==> src/lcf_pkg.sv <==
package lcf_pkg;
  // register byte addresses on the apb slave
  localparam logic [7:0] CTRL_ADDR = 8'h00;
  localparam logic [7:0] STATUS_ADDR = 8'h04;
  // field positions in the cache control word
  localparam int EN_BIT = 0;
  localparam int DO_BIT = 9;
  localparam int GI_BIT = 10;
  localparam int SP_BIT = 11;
  localparam int WT_BIT = 12;
  localparam int TS_BIT = 13;
  localparam int OH_LO = 14;
  localparam int SL_BIT = 16;
  localparam int DF_BIT = 17;
  localparam int BYP_BIT = 18;
  localparam int FA_BIT = 19;
  localparam int HWF_BIT = 20;
  localparam int IO_BIT = 21;
  localparam int IP_BIT = 31;
  localparam logic [31:0] CTRL_RESET = 32'h0000_0000;
  localparam logic [31:0] CTRL_WMASK = 32'h003F_FE01;
  // sector geometry
  localparam int SECTORS = 4;
  localparam int SECTOR_BYTES = 32;
  // flush walk states
  typedef enum logic [1:0]
  {
    FL_IDLE = 2'b00,
    FL_WALK = 2'b01,
    FL_CAST = 2'b10,
    FL_INVAL = 2'b11
  } lcf_flush_type;
  // an allocation request from an l1 cache
  typedef struct packed
  {
    logic valid;
    logic from_icache;
    logic castout;
    logic castout_marker;
    logic flush_push;
    logic zero_block;
    logic single_store;
    logic is_write;
    logic hit;
  } lcf_req_type;
  // decision handed back to the cache datapath
  typedef struct packed
  {
    logic allocate;
    logic write_bus;
    logic mark_dirty;
    logic mark_valid;
    logic broadcast;
    logic blocked;
  } lcf_dec_type;
endpackage

==> src/lcf_control.sv <==
// Overview of operation
// RULE1 - data-only: allocate only for data cache; instruction misses never reload
// RULE2 - data-only plus instruction-only set: no new allocations at all
// RULE3 - writing one to global invalidate clears every line status
// RULE4 - software never sets global invalidate while cache is enabled
// RULE5 - sleep-pin control: low-power pin follows nap or sleep state
// RULE6 - software avoids sleep-pin control in nap with quiesce snooping
// RULE7 - write-through: writes go to bus, entries marked clean
// RULE8 - software never sets write-through after enabling the cache
// RULE9 - test support: flush and store pushes go only to cache, valid
// RULE10 - test support: no zero-block broadcast, single-beat store misses stay off bus
// RULE11 - two-bit output hold field selects ram output hold time
// RULE12 - delay-line slow bit lengthens every delay tap
// RULE13 - differential-clock bit enables late-write differential clocking
// RULE14 - delay-line bypass is reserved and written zero
// RULE15 - flush assist decides whether unmarked castouts allocate on miss
// RULE16 - software sets flush assist and clears instruction-only before flushing
// RULE17 - hardware flush walks indices of way 0 then way 1
// RULE18 - each visited index and way casts out every modified sector
// RULE19 - after the walk every tag line is invalidated
// RULE20 - l1 accesses blocked during flush while snoops still served
// RULE21 - hardware-flush bit clears once tags hold no valid entries
// RULE22 - software brackets the flush with syncs after stopping streams
// RULE23 - instruction-only: reload only for instruction cache transactions
// RULE24 - enable bit turns on operation from the next transaction
// RULE25 - hardware-flush bit reads one while walk is still running
//
// The APB slave port and the register offsets were decided locally.
module lcf_control
  import lcf_pkg::*;
#(
  parameter int INDEX_BITS = 6
)
(
  // clock and reset
  input wire logic CORE_CLK,
  input wire logic RESET,
  // apb slave
  input wire logic PSEL,
  input wire logic PENABLE,
  input wire logic PWRITE,
  input wire logic [7:0] PADDR,
  input wire logic [31:0] PWDATA,
  output logic [31:0] PRDATA,
  output logic PREADY,
  output logic PSLVERR,
  // power state pins
  input wire logic NAP_SLEEP_PIN,
  output logic CACHE_RAM_LOW_POWER,
  // l1 request and decision
  input lcf_req_type REQ,
  output lcf_dec_type DEC,
  // tag array port used by invalidate and flush
  output logic TAG_SEL,
  output logic TAG_WAY,
  output logic [INDEX_BITS-1:0] TAG_INDEX,
  output logic TAG_CLEAR_ALL,
  input wire logic [SECTORS-1:0] TAG_DIRTY,
  // castout request to the bus interface
  output logic CASTOUT_REQ,
  output logic [1:0] CASTOUT_SECTOR,
  input wire logic CASTOUT_ACK,
  // ram timing configuration
  output logic [1:0] OUTPUT_HOLD_SELECT,
  output logic DELAY_LINE_SLOW,
  output logic DIFFERENTIAL_CLOCK_SELECT
);

  logic [31:0] ctrl;
  logic nap_meta;
  logic nap_sync;
  logic ack_meta;
  logic ack_sync;
  logic inval_pulse;
  logic enabled;
  lcf_flush_type state;
  lcf_flush_type next_state;
  logic [INDEX_BITS-1:0] index;
  logic way;
  logic [SECTORS-1:0] pending;
  logic [1:0] sector;
  logic wr;
  logic hwf_start;
  logic walk_done;
  logic ack_q;
  logic ack_new;
  logic adv;

  assign wr = PSEL && PENABLE && PWRITE && (PADDR == CTRL_ADDR);
  assign hwf_start = wr && PWDATA[HWF_BIT] && !ctrl[HWF_BIT];
  assign walk_done = (state == FL_INVAL);
  // the acknowledge is a level held until our request drops; count only its rise
  assign ack_new = ack_sync && !ack_q;
  assign adv = (state == FL_WALK && !(|TAG_DIRTY)) || (state == FL_CAST && next_state != FL_CAST);

  // two-flop synchronisers for pin and bus-side acknowledge
  always_ff @(posedge CORE_CLK or posedge RESET)
  begin
    if (RESET)
    begin
      nap_meta <= 1'b0;
      nap_sync <= 1'b0;
      ack_meta <= 1'b0;
      ack_sync <= 1'b0;
      ack_q <= 1'b0;
    end
    else
    begin
      nap_meta <= NAP_SLEEP_PIN;
      nap_sync <= nap_meta;
      ack_meta <= CASTOUT_ACK;
      ack_sync <= ack_meta;
      ack_q <= ack_sync;
    end
  end

  // control register; invalidate is self-clearing, flush bit cleared by hardware
  always_ff @(posedge CORE_CLK or posedge RESET)
  begin
    if (RESET)
    begin
      ctrl <= CTRL_RESET;
    end
    else if (wr)
    begin
      ctrl <= PWDATA & CTRL_WMASK;
      ctrl[GI_BIT] <= 1'b0;
      ctrl[BYP_BIT] <= 1'b0; // reserved, kept zero [RULE14]
      // a write cannot clear a walk in progress; set from state wins
      ctrl[HWF_BIT] <= PWDATA[HWF_BIT] || (state != FL_IDLE && !walk_done); // [RULE25] [RULE21]
    end
    else if (walk_done)
    begin
      ctrl[HWF_BIT] <= 1'b0; // [RULE21]
    end
  end

  // global invalidate is a one-cycle strobe to the tag array
  always_ff @(posedge CORE_CLK or posedge RESET)
  begin
    if (RESET)
      inval_pulse <= 1'b0;
    else
      inval_pulse <= wr && PWDATA[GI_BIT]; // [RULE3]
  end

  // enable takes effect from the next request, never mid-transaction
  always_ff @(posedge CORE_CLK or posedge RESET)
  begin
    if (RESET)
      enabled <= 1'b0;
    else if (!REQ.valid)
      enabled <= ctrl[EN_BIT]; // [RULE24]
  end

  // flush walk state register
  always_ff @(posedge CORE_CLK or posedge RESET)
  begin
    if (RESET)
      state <= FL_IDLE;
    else
      state <= next_state;
  end

  // walk sequencing: visit index, cast modified sectors, advance
  always_comb
  begin
    next_state = state;
    case (state)
      FL_IDLE:
      begin
        if (hwf_start)
          next_state = FL_WALK; // [RULE17]
      end
      FL_WALK:
      begin
        if (|TAG_DIRTY)
          next_state = FL_CAST; // [RULE18]
        else if (way && (&index))
          next_state = FL_INVAL;
      end
      FL_CAST:
      begin
        if (ack_new && (pending == SECTORS'(1) << sector))
          next_state = (way && (&index)) ? FL_INVAL : FL_WALK;
      end
      FL_INVAL:
      begin
        next_state = FL_IDLE; // [RULE19]
      end
      default:
      begin
        next_state = FL_IDLE;
      end
    endcase
  end

  // index and way counters; way 0 fully, then way 1
  always_ff @(posedge CORE_CLK or posedge RESET)
  begin
    if (RESET)
    begin
      index <= '0;
      way <= 1'b0;
    end
    else if (state == FL_IDLE)
    begin
      index <= '0;
      way <= 1'b0;
    end
    else if (adv)
    begin
      index <= index + 1'b1; // wraps to zero at the top [RULE17]
      if (&index)
        way <= 1'b1;
    end
  end

  // sector castout queue; acknowledge is a level held until the request drops
  always_ff @(posedge CORE_CLK or posedge RESET)
  begin
    if (RESET)
      pending <= '0;
    else if (state == FL_WALK)
      pending <= TAG_DIRTY;
    else if (state == FL_CAST && ack_new)
      pending <= pending & ~(SECTORS'(1) << sector); // [RULE18]
  end

  // lowest pending sector goes out first
  always_comb
  begin
    sector = 2'h0;
    for (int i = SECTORS - 1; i >= 0; i--)
      if (pending[i])
        sector = 2'(i);
  end

  // tag port and castout outputs
  always_ff @(posedge CORE_CLK or posedge RESET)
  begin
    if (RESET)
    begin
      TAG_SEL <= 1'b0;
      TAG_WAY <= 1'b0;
      TAG_INDEX <= '0;
      TAG_CLEAR_ALL <= 1'b0;
      CASTOUT_REQ <= 1'b0;
      CASTOUT_SECTOR <= 2'h0;
    end
    else
    begin
      TAG_SEL <= (next_state == FL_WALK);
      // look up the line the counters hold after this edge, so dirty bits match it
      TAG_WAY <= (adv && (&index)) ? 1'b1 : way;
      TAG_INDEX <= adv ? index + 1'b1 : index;
      TAG_CLEAR_ALL <= (next_state == FL_INVAL) || (wr && PWDATA[GI_BIT]); // [RULE19] [RULE3]
      CASTOUT_REQ <= (state == FL_CAST) && !ack_sync && (|pending);
      CASTOUT_SECTOR <= sector;
    end
  end

  // low-power pin follows power state when sleep-pin control is set
  always_ff @(posedge CORE_CLK or posedge RESET)
  begin
    if (RESET)
      CACHE_RAM_LOW_POWER <= 1'b0;
    else
      CACHE_RAM_LOW_POWER <= ctrl[SP_BIT] && nap_sync; // [RULE5]
  end

  // ram timing fields driven straight from the register
  assign OUTPUT_HOLD_SELECT = ctrl[OH_LO+1:OH_LO]; // [RULE11]
  assign DELAY_LINE_SLOW = ctrl[SL_BIT]; // [RULE12]
  assign DIFFERENTIAL_CLOCK_SELECT = ctrl[DF_BIT]; // [RULE13]

  // allocation and bus policy; snoops are not routed here so they stay served
  always_comb
  begin
    logic alloc_ok;
    logic tspush;
    alloc_ok = 1'b1;
    tspush = ctrl[TS_BIT] && REQ.flush_push;
    if (ctrl[DO_BIT] && REQ.from_icache)
      alloc_ok = 1'b0; // [RULE1]
    if (ctrl[IO_BIT] && !REQ.from_icache)
      alloc_ok = 1'b0; // [RULE23]
    if (ctrl[DO_BIT] && ctrl[IO_BIT])
      alloc_ok = 1'b0; // [RULE2]
    if (REQ.castout && !REQ.castout_marker && !ctrl[FA_BIT])
      alloc_ok = 1'b0; // [RULE15]
    DEC.blocked = (state != FL_IDLE) && REQ.valid; // [RULE20]
    DEC.allocate = REQ.valid && enabled && !DEC.blocked && !REQ.hit && alloc_ok;
    DEC.mark_valid = tspush && enabled; // [RULE9]
    DEC.mark_dirty = REQ.is_write && !ctrl[WT_BIT] && !tspush; // [RULE7]
    DEC.write_bus = REQ.valid && !DEC.blocked
      && ((REQ.is_write && ctrl[WT_BIT]) || (REQ.flush_push && !ctrl[TS_BIT]))
      && !(ctrl[TS_BIT] && REQ.single_store && !REQ.hit); // [RULE7] [RULE10]
    DEC.broadcast = REQ.valid && REQ.zero_block && !ctrl[TS_BIT]; // [RULE10]
  end

  // apb read path; control word carries walk and invalidate state
  always_ff @(posedge CORE_CLK or posedge RESET)
  begin
    if (RESET)
      PRDATA <= 32'h0000_0000;
    else if (PSEL && !PENABLE && !PWRITE)
    begin
      if (PADDR == CTRL_ADDR)
      begin
        PRDATA <= ctrl;
        PRDATA[HWF_BIT] <= ctrl[HWF_BIT] || (state != FL_IDLE); // [RULE25]
        PRDATA[IP_BIT] <= inval_pulse;
      end
      else if (PADDR == STATUS_ADDR)
        PRDATA <= {29'h0, enabled, state};
      else
        PRDATA <= 32'h0000_0000;
    end
  end

  assign PREADY = 1'b1;
  assign PSLVERR = PSEL && PENABLE && (PADDR != CTRL_ADDR) && (PADDR != STATUS_ADDR);

  // checks
  hwf_read_a: assert property (@(posedge CORE_CLK) disable iff (RESET)
    (state != FL_IDLE) |-> ctrl[HWF_BIT] || $past(hwf_start)) // [RULE25]
    else $error("flush bit low during walk");
  hwf_clear_a: assert property (@(posedge CORE_CLK) disable iff (RESET)
    walk_done && !wr |=> !ctrl[HWF_BIT]) // [RULE21]
    else $error("flush bit not cleared");
  flush_start_a: assert property (@(posedge CORE_CLK) disable iff (RESET)
    hwf_start && state == FL_IDLE |=> state == FL_WALK && index == '0 && !way) // [RULE17]
    else $error("flush did not start at zero");
  block_a: assert property (@(posedge CORE_CLK) disable iff (RESET)
    (state != FL_IDLE) && REQ.valid |-> DEC.blocked && !DEC.allocate) // [RULE20]
    else $error("l1 access during flush");
  inval_a: assert property (@(posedge CORE_CLK) disable iff (RESET)
    walk_done |-> TAG_CLEAR_ALL) // [RULE19]
    else $error("tags not cleared");
  gi_a: assert property (@(posedge CORE_CLK) disable iff (RESET)
    wr && PWDATA[GI_BIT] |=> TAG_CLEAR_ALL ##1 !ctrl[GI_BIT]) // [RULE3]
    else $error("invalidate missed");
  lock_a: assert property (@(posedge CORE_CLK) disable iff (RESET)
    ctrl[DO_BIT] && ctrl[IO_BIT] |-> !DEC.allocate) // [RULE2]
    else $error("allocation while locked");
  dataonly_a: assert property (@(posedge CORE_CLK) disable iff (RESET)
    ctrl[DO_BIT] && REQ.from_icache |-> !DEC.allocate) // [RULE1]
    else $error("instruction reload in data-only");
  wt_clean_a: assert property (@(posedge CORE_CLK) disable iff (RESET)
    ctrl[WT_BIT] |-> !DEC.mark_dirty) // [RULE7]
    else $error("dirty mark in write-through");
  zz_a: assert property (@(posedge CORE_CLK) disable iff (RESET)
    $rose(nap_sync) && ctrl[SP_BIT] ##1 ctrl[SP_BIT] |-> CACHE_RAM_LOW_POWER) // [RULE5]
    else $error("low-power pin missed");
  zb_a: assert property (@(posedge CORE_CLK) disable iff (RESET)
    ctrl[TS_BIT] |-> !DEC.broadcast) // [RULE10]
    else $error("zero-block broadcast in test mode");
  flush_c: cover property (@(posedge CORE_CLK) disable iff (RESET) hwf_start ##[1:1000] walk_done);
  cast_c: cover property (@(posedge CORE_CLK) disable iff (RESET) CASTOUT_REQ ##[1:20] ack_sync);
  zz_c: cover property (@(posedge CORE_CLK) disable iff (RESET) $rose(CACHE_RAM_LOW_POWER));
endmodule // lcf_control

==> config.mk <==
export PLATFORM = sky130hd
export DESIGN_NAME = lcf_control
export DESIGN_NICKNAME = d
export VERILOG_FILES = /design/src/lcf_pkg.sv /design/src/lcf_control.sv
export SDC_FILE = /design/constraint.sdc
export NUM_CORES = 1
export LEC_CHECK = 0
export ABC_CLOCK_PERIOD_IN_PS = 4900
export BUFFER_PORTS_ARGS = -buffer_cell sky130_fd_sc_hd__buf_2
export CORE_MARGIN = 1
export CORE_UTILIZATION = 53
export CTS_BUF_LIST = sky130_fd_sc_hd__clkbuf_16
export DETAILED_ROUTE_END_ITERATION = 10
export GPL_ROUTABILITY_DRIVEN = 0
export PLACE_DENSITY = 0.86
export SYNTH_ARGS = -nofsm -noshare
export SYNTH_HDL_FRONTEND = slang
export SYNTH_SLANG_ARGS = --single-unit
==> constraint.sdc <==
create_clock -name CORE_CLK -period 4.9 [get_ports CORE_CLK]
set_clock_uncertainty 0.05 [all_clocks]
set_input_delay 0.245 -clock CORE_CLK [delete_from_list [all_inputs] [get_ports CORE_CLK]]
set_output_delay 0.245 -clock CORE_CLK [all_outputs]
set_load 0.01 [all_outputs]
# After elaboration in Yosys (flattened, before gate mapping)

Cells that the tools add are included.

Add/subtract/negate cells: 1
Equal/unequal tests: 9
Shift operators: 1
Mux-type cells: 26
Bitwise operators: 2
Reduce and logical (&&, ||, !) cells: 77

Operators with widths:

| cell                                            | number |
|---|---|
| logical AND 1 bit                               | 44 |
| two-way mux 32 bit                              | 1 |
| two-way mux 2 bit                               | 9 |
| logical NOT 1 bit                               | 16 |
| two-way mux 6 bit                               | 2 |
| two-way mux 1 bit                               | 10 |
| nonzero test 2 bit                              | 5 |
| == test 8 x 3 -> 1 bit, second input constant   | 1 |
| logical NOT 8 bit                               | 1 |
| two-way mux 4 bit                               | 2 |
| != test 8 x 3 -> 1 bit, second input constant   | 1 |
| one-hot mux 2 bit (4 select lines)              | 1 |
| nonzero test 8 bit                              | 1 |
| OR reduction 4 bit                              | 2 |
| adder 6 x 1 -> 6 bit, second input constant     | 1 |
| == test 2 bit, second input constant            | 3 |
| AND reduction 6 bit                             | 1 |
| logical OR 1 bit                                | 5 |
| AND 4 bit                                       | 1 |
| == test 2 x 1 -> 1 bit, second input constant   | 2 |
| == test 4 bit                                   | 1 |
| NOT 4 bit                                       | 1 |
| << shifter 1 x 2 -> 4 bit, first input constant | 1 |
| two-way mux 3 bit                               | 1 |
| 3 further kinds                                 | 3 |

Register bits after elaboration: 77
Word-level logic and storage cells: 137

# Longest topological paths before layout

Depth in word-level cells: 14
Mapped depth: 11
Gate-level depth less buffers: 11

# Worst setup path after synthesis

OpenSTA, ideal clock, no wires.

Kind: register to register
Start point: register pending[3]
End point: register TAG_INDEX[1]
Setup time: 125 ps
Arrival time: 2756 ps
Setup slack: 1969 ps
Stages on the path, launching flop included: 12
Path buffers: 0
Clock period less this slack: 2931 ps
Cell sequence: dfrtp_1 -> nor2b_1 -> nor2_1 -> nor2_1 -> or2_2 -> ha_1 -> a21bo_1 -> nor2_1 -> a41oi_2 -> a2111oi_4 -> o21a_2 -> mux2_4

Cells in the longest elaborated chain, start to end: 13

RTL lines:

| what                               | line               | text |
|---|---|---|
| from (decl)                        | lcf_control.sv:80  | `logic [SECTORS-1:0] pending;` |
| from (signal assigned)             | lcf_control.sv:227 | `pending <= pending & ~(SECTORS'(1) << sector);` |
| two-way mux 2 bit (4 in series)    | lcf_control.sv:235 | `if (pending[i])` |
| named net sector[0]                | lcf_control.sv:81  | `logic [1:0] sector;` |
| << shifter 1 x 2 -> 4 bit          | lcf_control.sv:184 | `if (ack_new && (pending == SECTORS'(1) << sector))` |
| == test 4 bit                      | lcf_control.sv:184 |  |
| logical AND 1 bit                  | lcf_control.sv:184 |  |
| two-way mux 2 bit                  | lcf_control.sv:184 |  |
| one-hot mux 2 bit (4 select lines) | lcf_control.sv:169 | `case (state)` |
| != test 2 bit                      | lcf_control.sv:94  | `assign adv = (state == FL_WALK && !(\|TAG_DIRTY)) \|\| (state == FL_CAST && next_state != FL_CAST);` |
| logical AND 1 bit                  | lcf_control.sv:94  |  |
| logical OR 1 bit                   | lcf_control.sv:94  |  |
| two-way mux 6 bit                  | -                  |  |
| to (signal assigned)               | lcf_control.sv:256 | `TAG_INDEX <= adv ? index + 1'b1 : index;` |
| to (decl)                          | lcf_control.sv:56  | `output logic [INDEX_BITS-1:0] TAG_INDEX,` |

The timed path passes the listed nets, and every way through them passes these cells.
A chain may end at the register's enable or synchronous reset.

# Worst setup path in the final report

Ends and elaborated chain as after synthesis.

==> metrics.md <==
| Metric | Value |
|---|---|
| Count of final hold-check violations | 0 |
| Status | complete, no violations |
| Vias in the first global route | 2223 |
| Global route total overflow | 0 |
| CTS clock-pin slew for the worst setup and hold paths | 0.05 ns |
| Synth area leader | dfrtp_1 |
| Total power | 1620 uW |
| Clock share of power | 35.4% |
| Post-layout min period | 3.24 ns |
| Crit path kind | reg -> reg |
| Async S/R FF share, synth | 100% |
| TNS Setup | 0 ns |
| #FFs+latches synth | 60 |
| Initial antenna violation count | 0 |
| Met1 Track Usage GR | 25.9% |
| Filler Cells Inserted | 417 |
| 1st-iter DRT viols | 89 |
| Syn avg cell area | 11.2 um2 |
| Synth Flop Type | dfrtp_1 |
| Reg-to-reg slack, setup | 1.66 ns |
| CP Launch Type | register |
| Ratio of cells with drive above 1 in the final layout | 36.0% |
| DR DRC count | 0 |
| Worst-Margin Slew | 0.761 ns |
| Post-synth top cells | dfrtp_1 (60), nand2_1 (21), buf_4 (20), nor2_1 (20) |
| EDFF count, synth | 0 |
| Mapped Area | 0.00302 mm2 |
| Starting Density | 54.9% |
| Final Slew Violations | 0 |
| Critical Path End Type | register |
| Sw Ratio | 31.9% |
| Syn. warnings | 0 |
| RSZ-0062 raised after global routing | false |
| GRT met2 Usage | 36.5% |
| Pre-CTS WS | 1.68 ns |
| WL/cell | 13.9 um |
| Vias | 2247 |
| Final setup violation count | 0 |
| Post-route insts no fill | 428 |
| Worst hold path type | in -> async |
| Post-Place Cells | 412 |
| Largest net degree at the start of global routing | 61 |
| Post-CTS Repair Setup Buffers | 0 |
| CTS buffer count | 9 |
| Worst Path Max Fanout | 5 |
| CTS tree | done |
| Core Util, Final | 67.1% |
| R2R cell count | 11 |
| Register area share after synthesis | 49.7% |
| RR Startpoint | pending[3]$_DFFE_PP0P_ |
| Most frequent cell after synthesis | dfrtp_1 |
| Final period utilization | 66.0% |
| Setup WS post-layout | 1.66 ns |
| Flop pwr share | 35.9% |
| Skew-Pair Late Insertion Delay | 0.32 ns |
| Die height | 77.5 um |
| CTS root buffer | clkbuf_16 |
| Max_cap viols | 0 |
| Die area | 0.00600 mm2 |
| Critical R2R Capture | TAG_INDEX[1]$_DFF_PP0_ |
| Clock buffer depth | 2 |
| Gr busiest metal | met2 |
| Fmax | 309 MHz |
| P_sw | 518 uW |
| Total routing usage reported by global routing | 21.8% |
| Die Wd | 77.5 um |
| Comb power frac | 28.7% |
| I/O pin cnt | 117 |
| Mapped Cells | 270 |
| Buffers added on ports | 79 |
| Req. time, crit path | 5.05 ns |
| Worst rel slew slack | 49.3% |
| Core box area | 0.00551 mm2 |
| Final Routed Wirelength | 5940 um |
| Antenna cells | 0 |
| H-tree lvl count | 3 |
| Peak supply drop | 0.261 mV |
| Pint | 1110 uW |
| Pwr/cell area | 439 mW/mm2 |
| Lkg Pwr | 0.00195 uW |
| Data arrival time of the critical path | 3.39 ns |
| Number of vias per cell | 5.25 |
| DP HPWL | 4310 um |
| Distinct cells, synth | 54 |
| Area grow syn2layout | 22.4% |
| Area contributors post-synth | dfrtp_1 (50%), mux2_2 (5.2%), buf_4 (5.0%), ha_1 (3.3%), a22o_1 (3.2%) |
| First-pass GRT wire length | 10100 um |
| Routed Antenna Nets | 0 |
| Row Count | 27 |
| Share of the synthesized area in the top cell type | 49.7% |
| Detailed Routing Iterations Pass 1 | 4 |
| Clock Sinks | 60 |
| Met3 Resource Use GR | 4.24% |
| Nets | 421 |
## cell usage in the layout (no fill, tap or decap), types with 2 or more instances in the layout
cell,count
buf_2,79
dfrtp_1,60
nand2_1,21
nor2_1,20
conb_1,18
inv_1,15
mux2_2,14
a22o_1,11
clkbuf_16,9
o21ai_0,8
nor2b_1,8
ha_1,8
and2_1,6
a211oi_1,6
mux2i_1,5
nand3_1,5
nor3_1,4
xor2_1,4
mux2_4,4
a21oi_1,3
and3_1,3
nor4_2,2
o31ai_1,2
nand4_1,2
or2_2,2
o22ai_1,2
a211oi_2,2
clkinv_2,2
dlygate4sd3_1,2
buf_4,2
## power by group through the flow
stage | Combinational (uW) | Clock (uW) | Sequential (uW)
floorplan | 358 | 0 | 590
global placement | 452 | 0 | 587
detailed placement | 465 | 0 | 589
CTS | 469 | 587 | 582
global route | 522 | 612 | 587
finish | 466 | 575 | 584
## worst max-delay path, cell delays in order, from the launching register on
cell and delay, ns:
dfrtp_1 0.40, nor2b_1 0.16, nor2_1 0.11, nor2_1 0.06, or2_2 0.30, ha_1 0.27
a21bo_1 0.23, nor2_1 0.18, a41oi_2 0.19, a2111oi_4 0.60, o21a_2 0.28, mux2_4 0.31
## metrics by stage
stage | hold slack (ns) | cell area (um2)
final | 0.0787 | 3700
after global routing | 0.104 | 3700
after CTS | 0.101 | 3700
after detailed placement | 0.286 | 3400
after global placement | 0.284 | 3400
after floorplan | 0.226 | 3080
## area by class of cell
class                      instances  area, um2  area share, %
clock buffer                       9        225           6.09
multi-input combinational        185       1350           36.5
clock inverter                     5       47.5           1.29
timing repair buffer              83        430           11.6
sequential                        60       1500           40.6
tap                               72       90.1           2.44
inverter                          14       52.6           1.42
## timing repair
item	in CTS	in global routing
resized for setup	0	0
hold endpoints to repair	2	0
hold buffers	2	0
## per-layer routing
layer	vias to the layer above	part of all wire, %
met3	15	4.8
met1	1081	42
met4	0	2.5
met5	-	0
met2	74	50
li1	1077	-
## logic make-up (layout without fill, tap and decap cells)
family / after synthesis / after routing / synth area share (%)
AND/OR/NAND/NOR: 80 / 80 / 14.2
flip-flops: 60 / 60 / 49.7
AO/OA/AOI/OAI: 50 / 50 / 14.2
buffers and inverters: 41 / 111 / 7.62
multiplexers: 24 / 24 / 9.24
adder cells (fa/ha/maj): 8 / 8 / 3.31
XOR/XNOR: 5 / 5 / 1.45
other: 2 / 18 / 0.249
## flip-flops by register name (all words and copies together), names as in the netlist, 2 cells and up
name,cells
CASTOUT_SECTOR,2
PRDATA,15
TAG_INDEX,6
ctrl,12
index,6
pending,4
state,2
## worst max-delay path by stage
stage	from	endpoint	slack, ns	cells after the start
final	pending[3]$_DFFE_PP0P_	TAG_INDEX[1]$_DFF_PP0_	1.66	11
after global routing	pending[3]$_DFFE_PP0P_	TAG_INDEX[1]$_DFF_PP0_	1.51	11
after CTS	pending[3]$_DFFE_PP0P_	TAG_INDEX[1]$_DFF_PP0_	1.67	11
after detailed placement	pending[3]$_DFFE_PP0P_	TAG_INDEX[1]$_DFF_PP0_	1.68	11
after global placement	pending[3]$_DFFE_PP0P_	TAG_INDEX[1]$_DFF_PP0_	1.76	11
after floorplan	pending[3]$_DFFE_PP0P_	TAG_INDEX[1]$_DFF_PP0_	1.97	11
No activity file was read; power rests on OpenSTA's default activity.
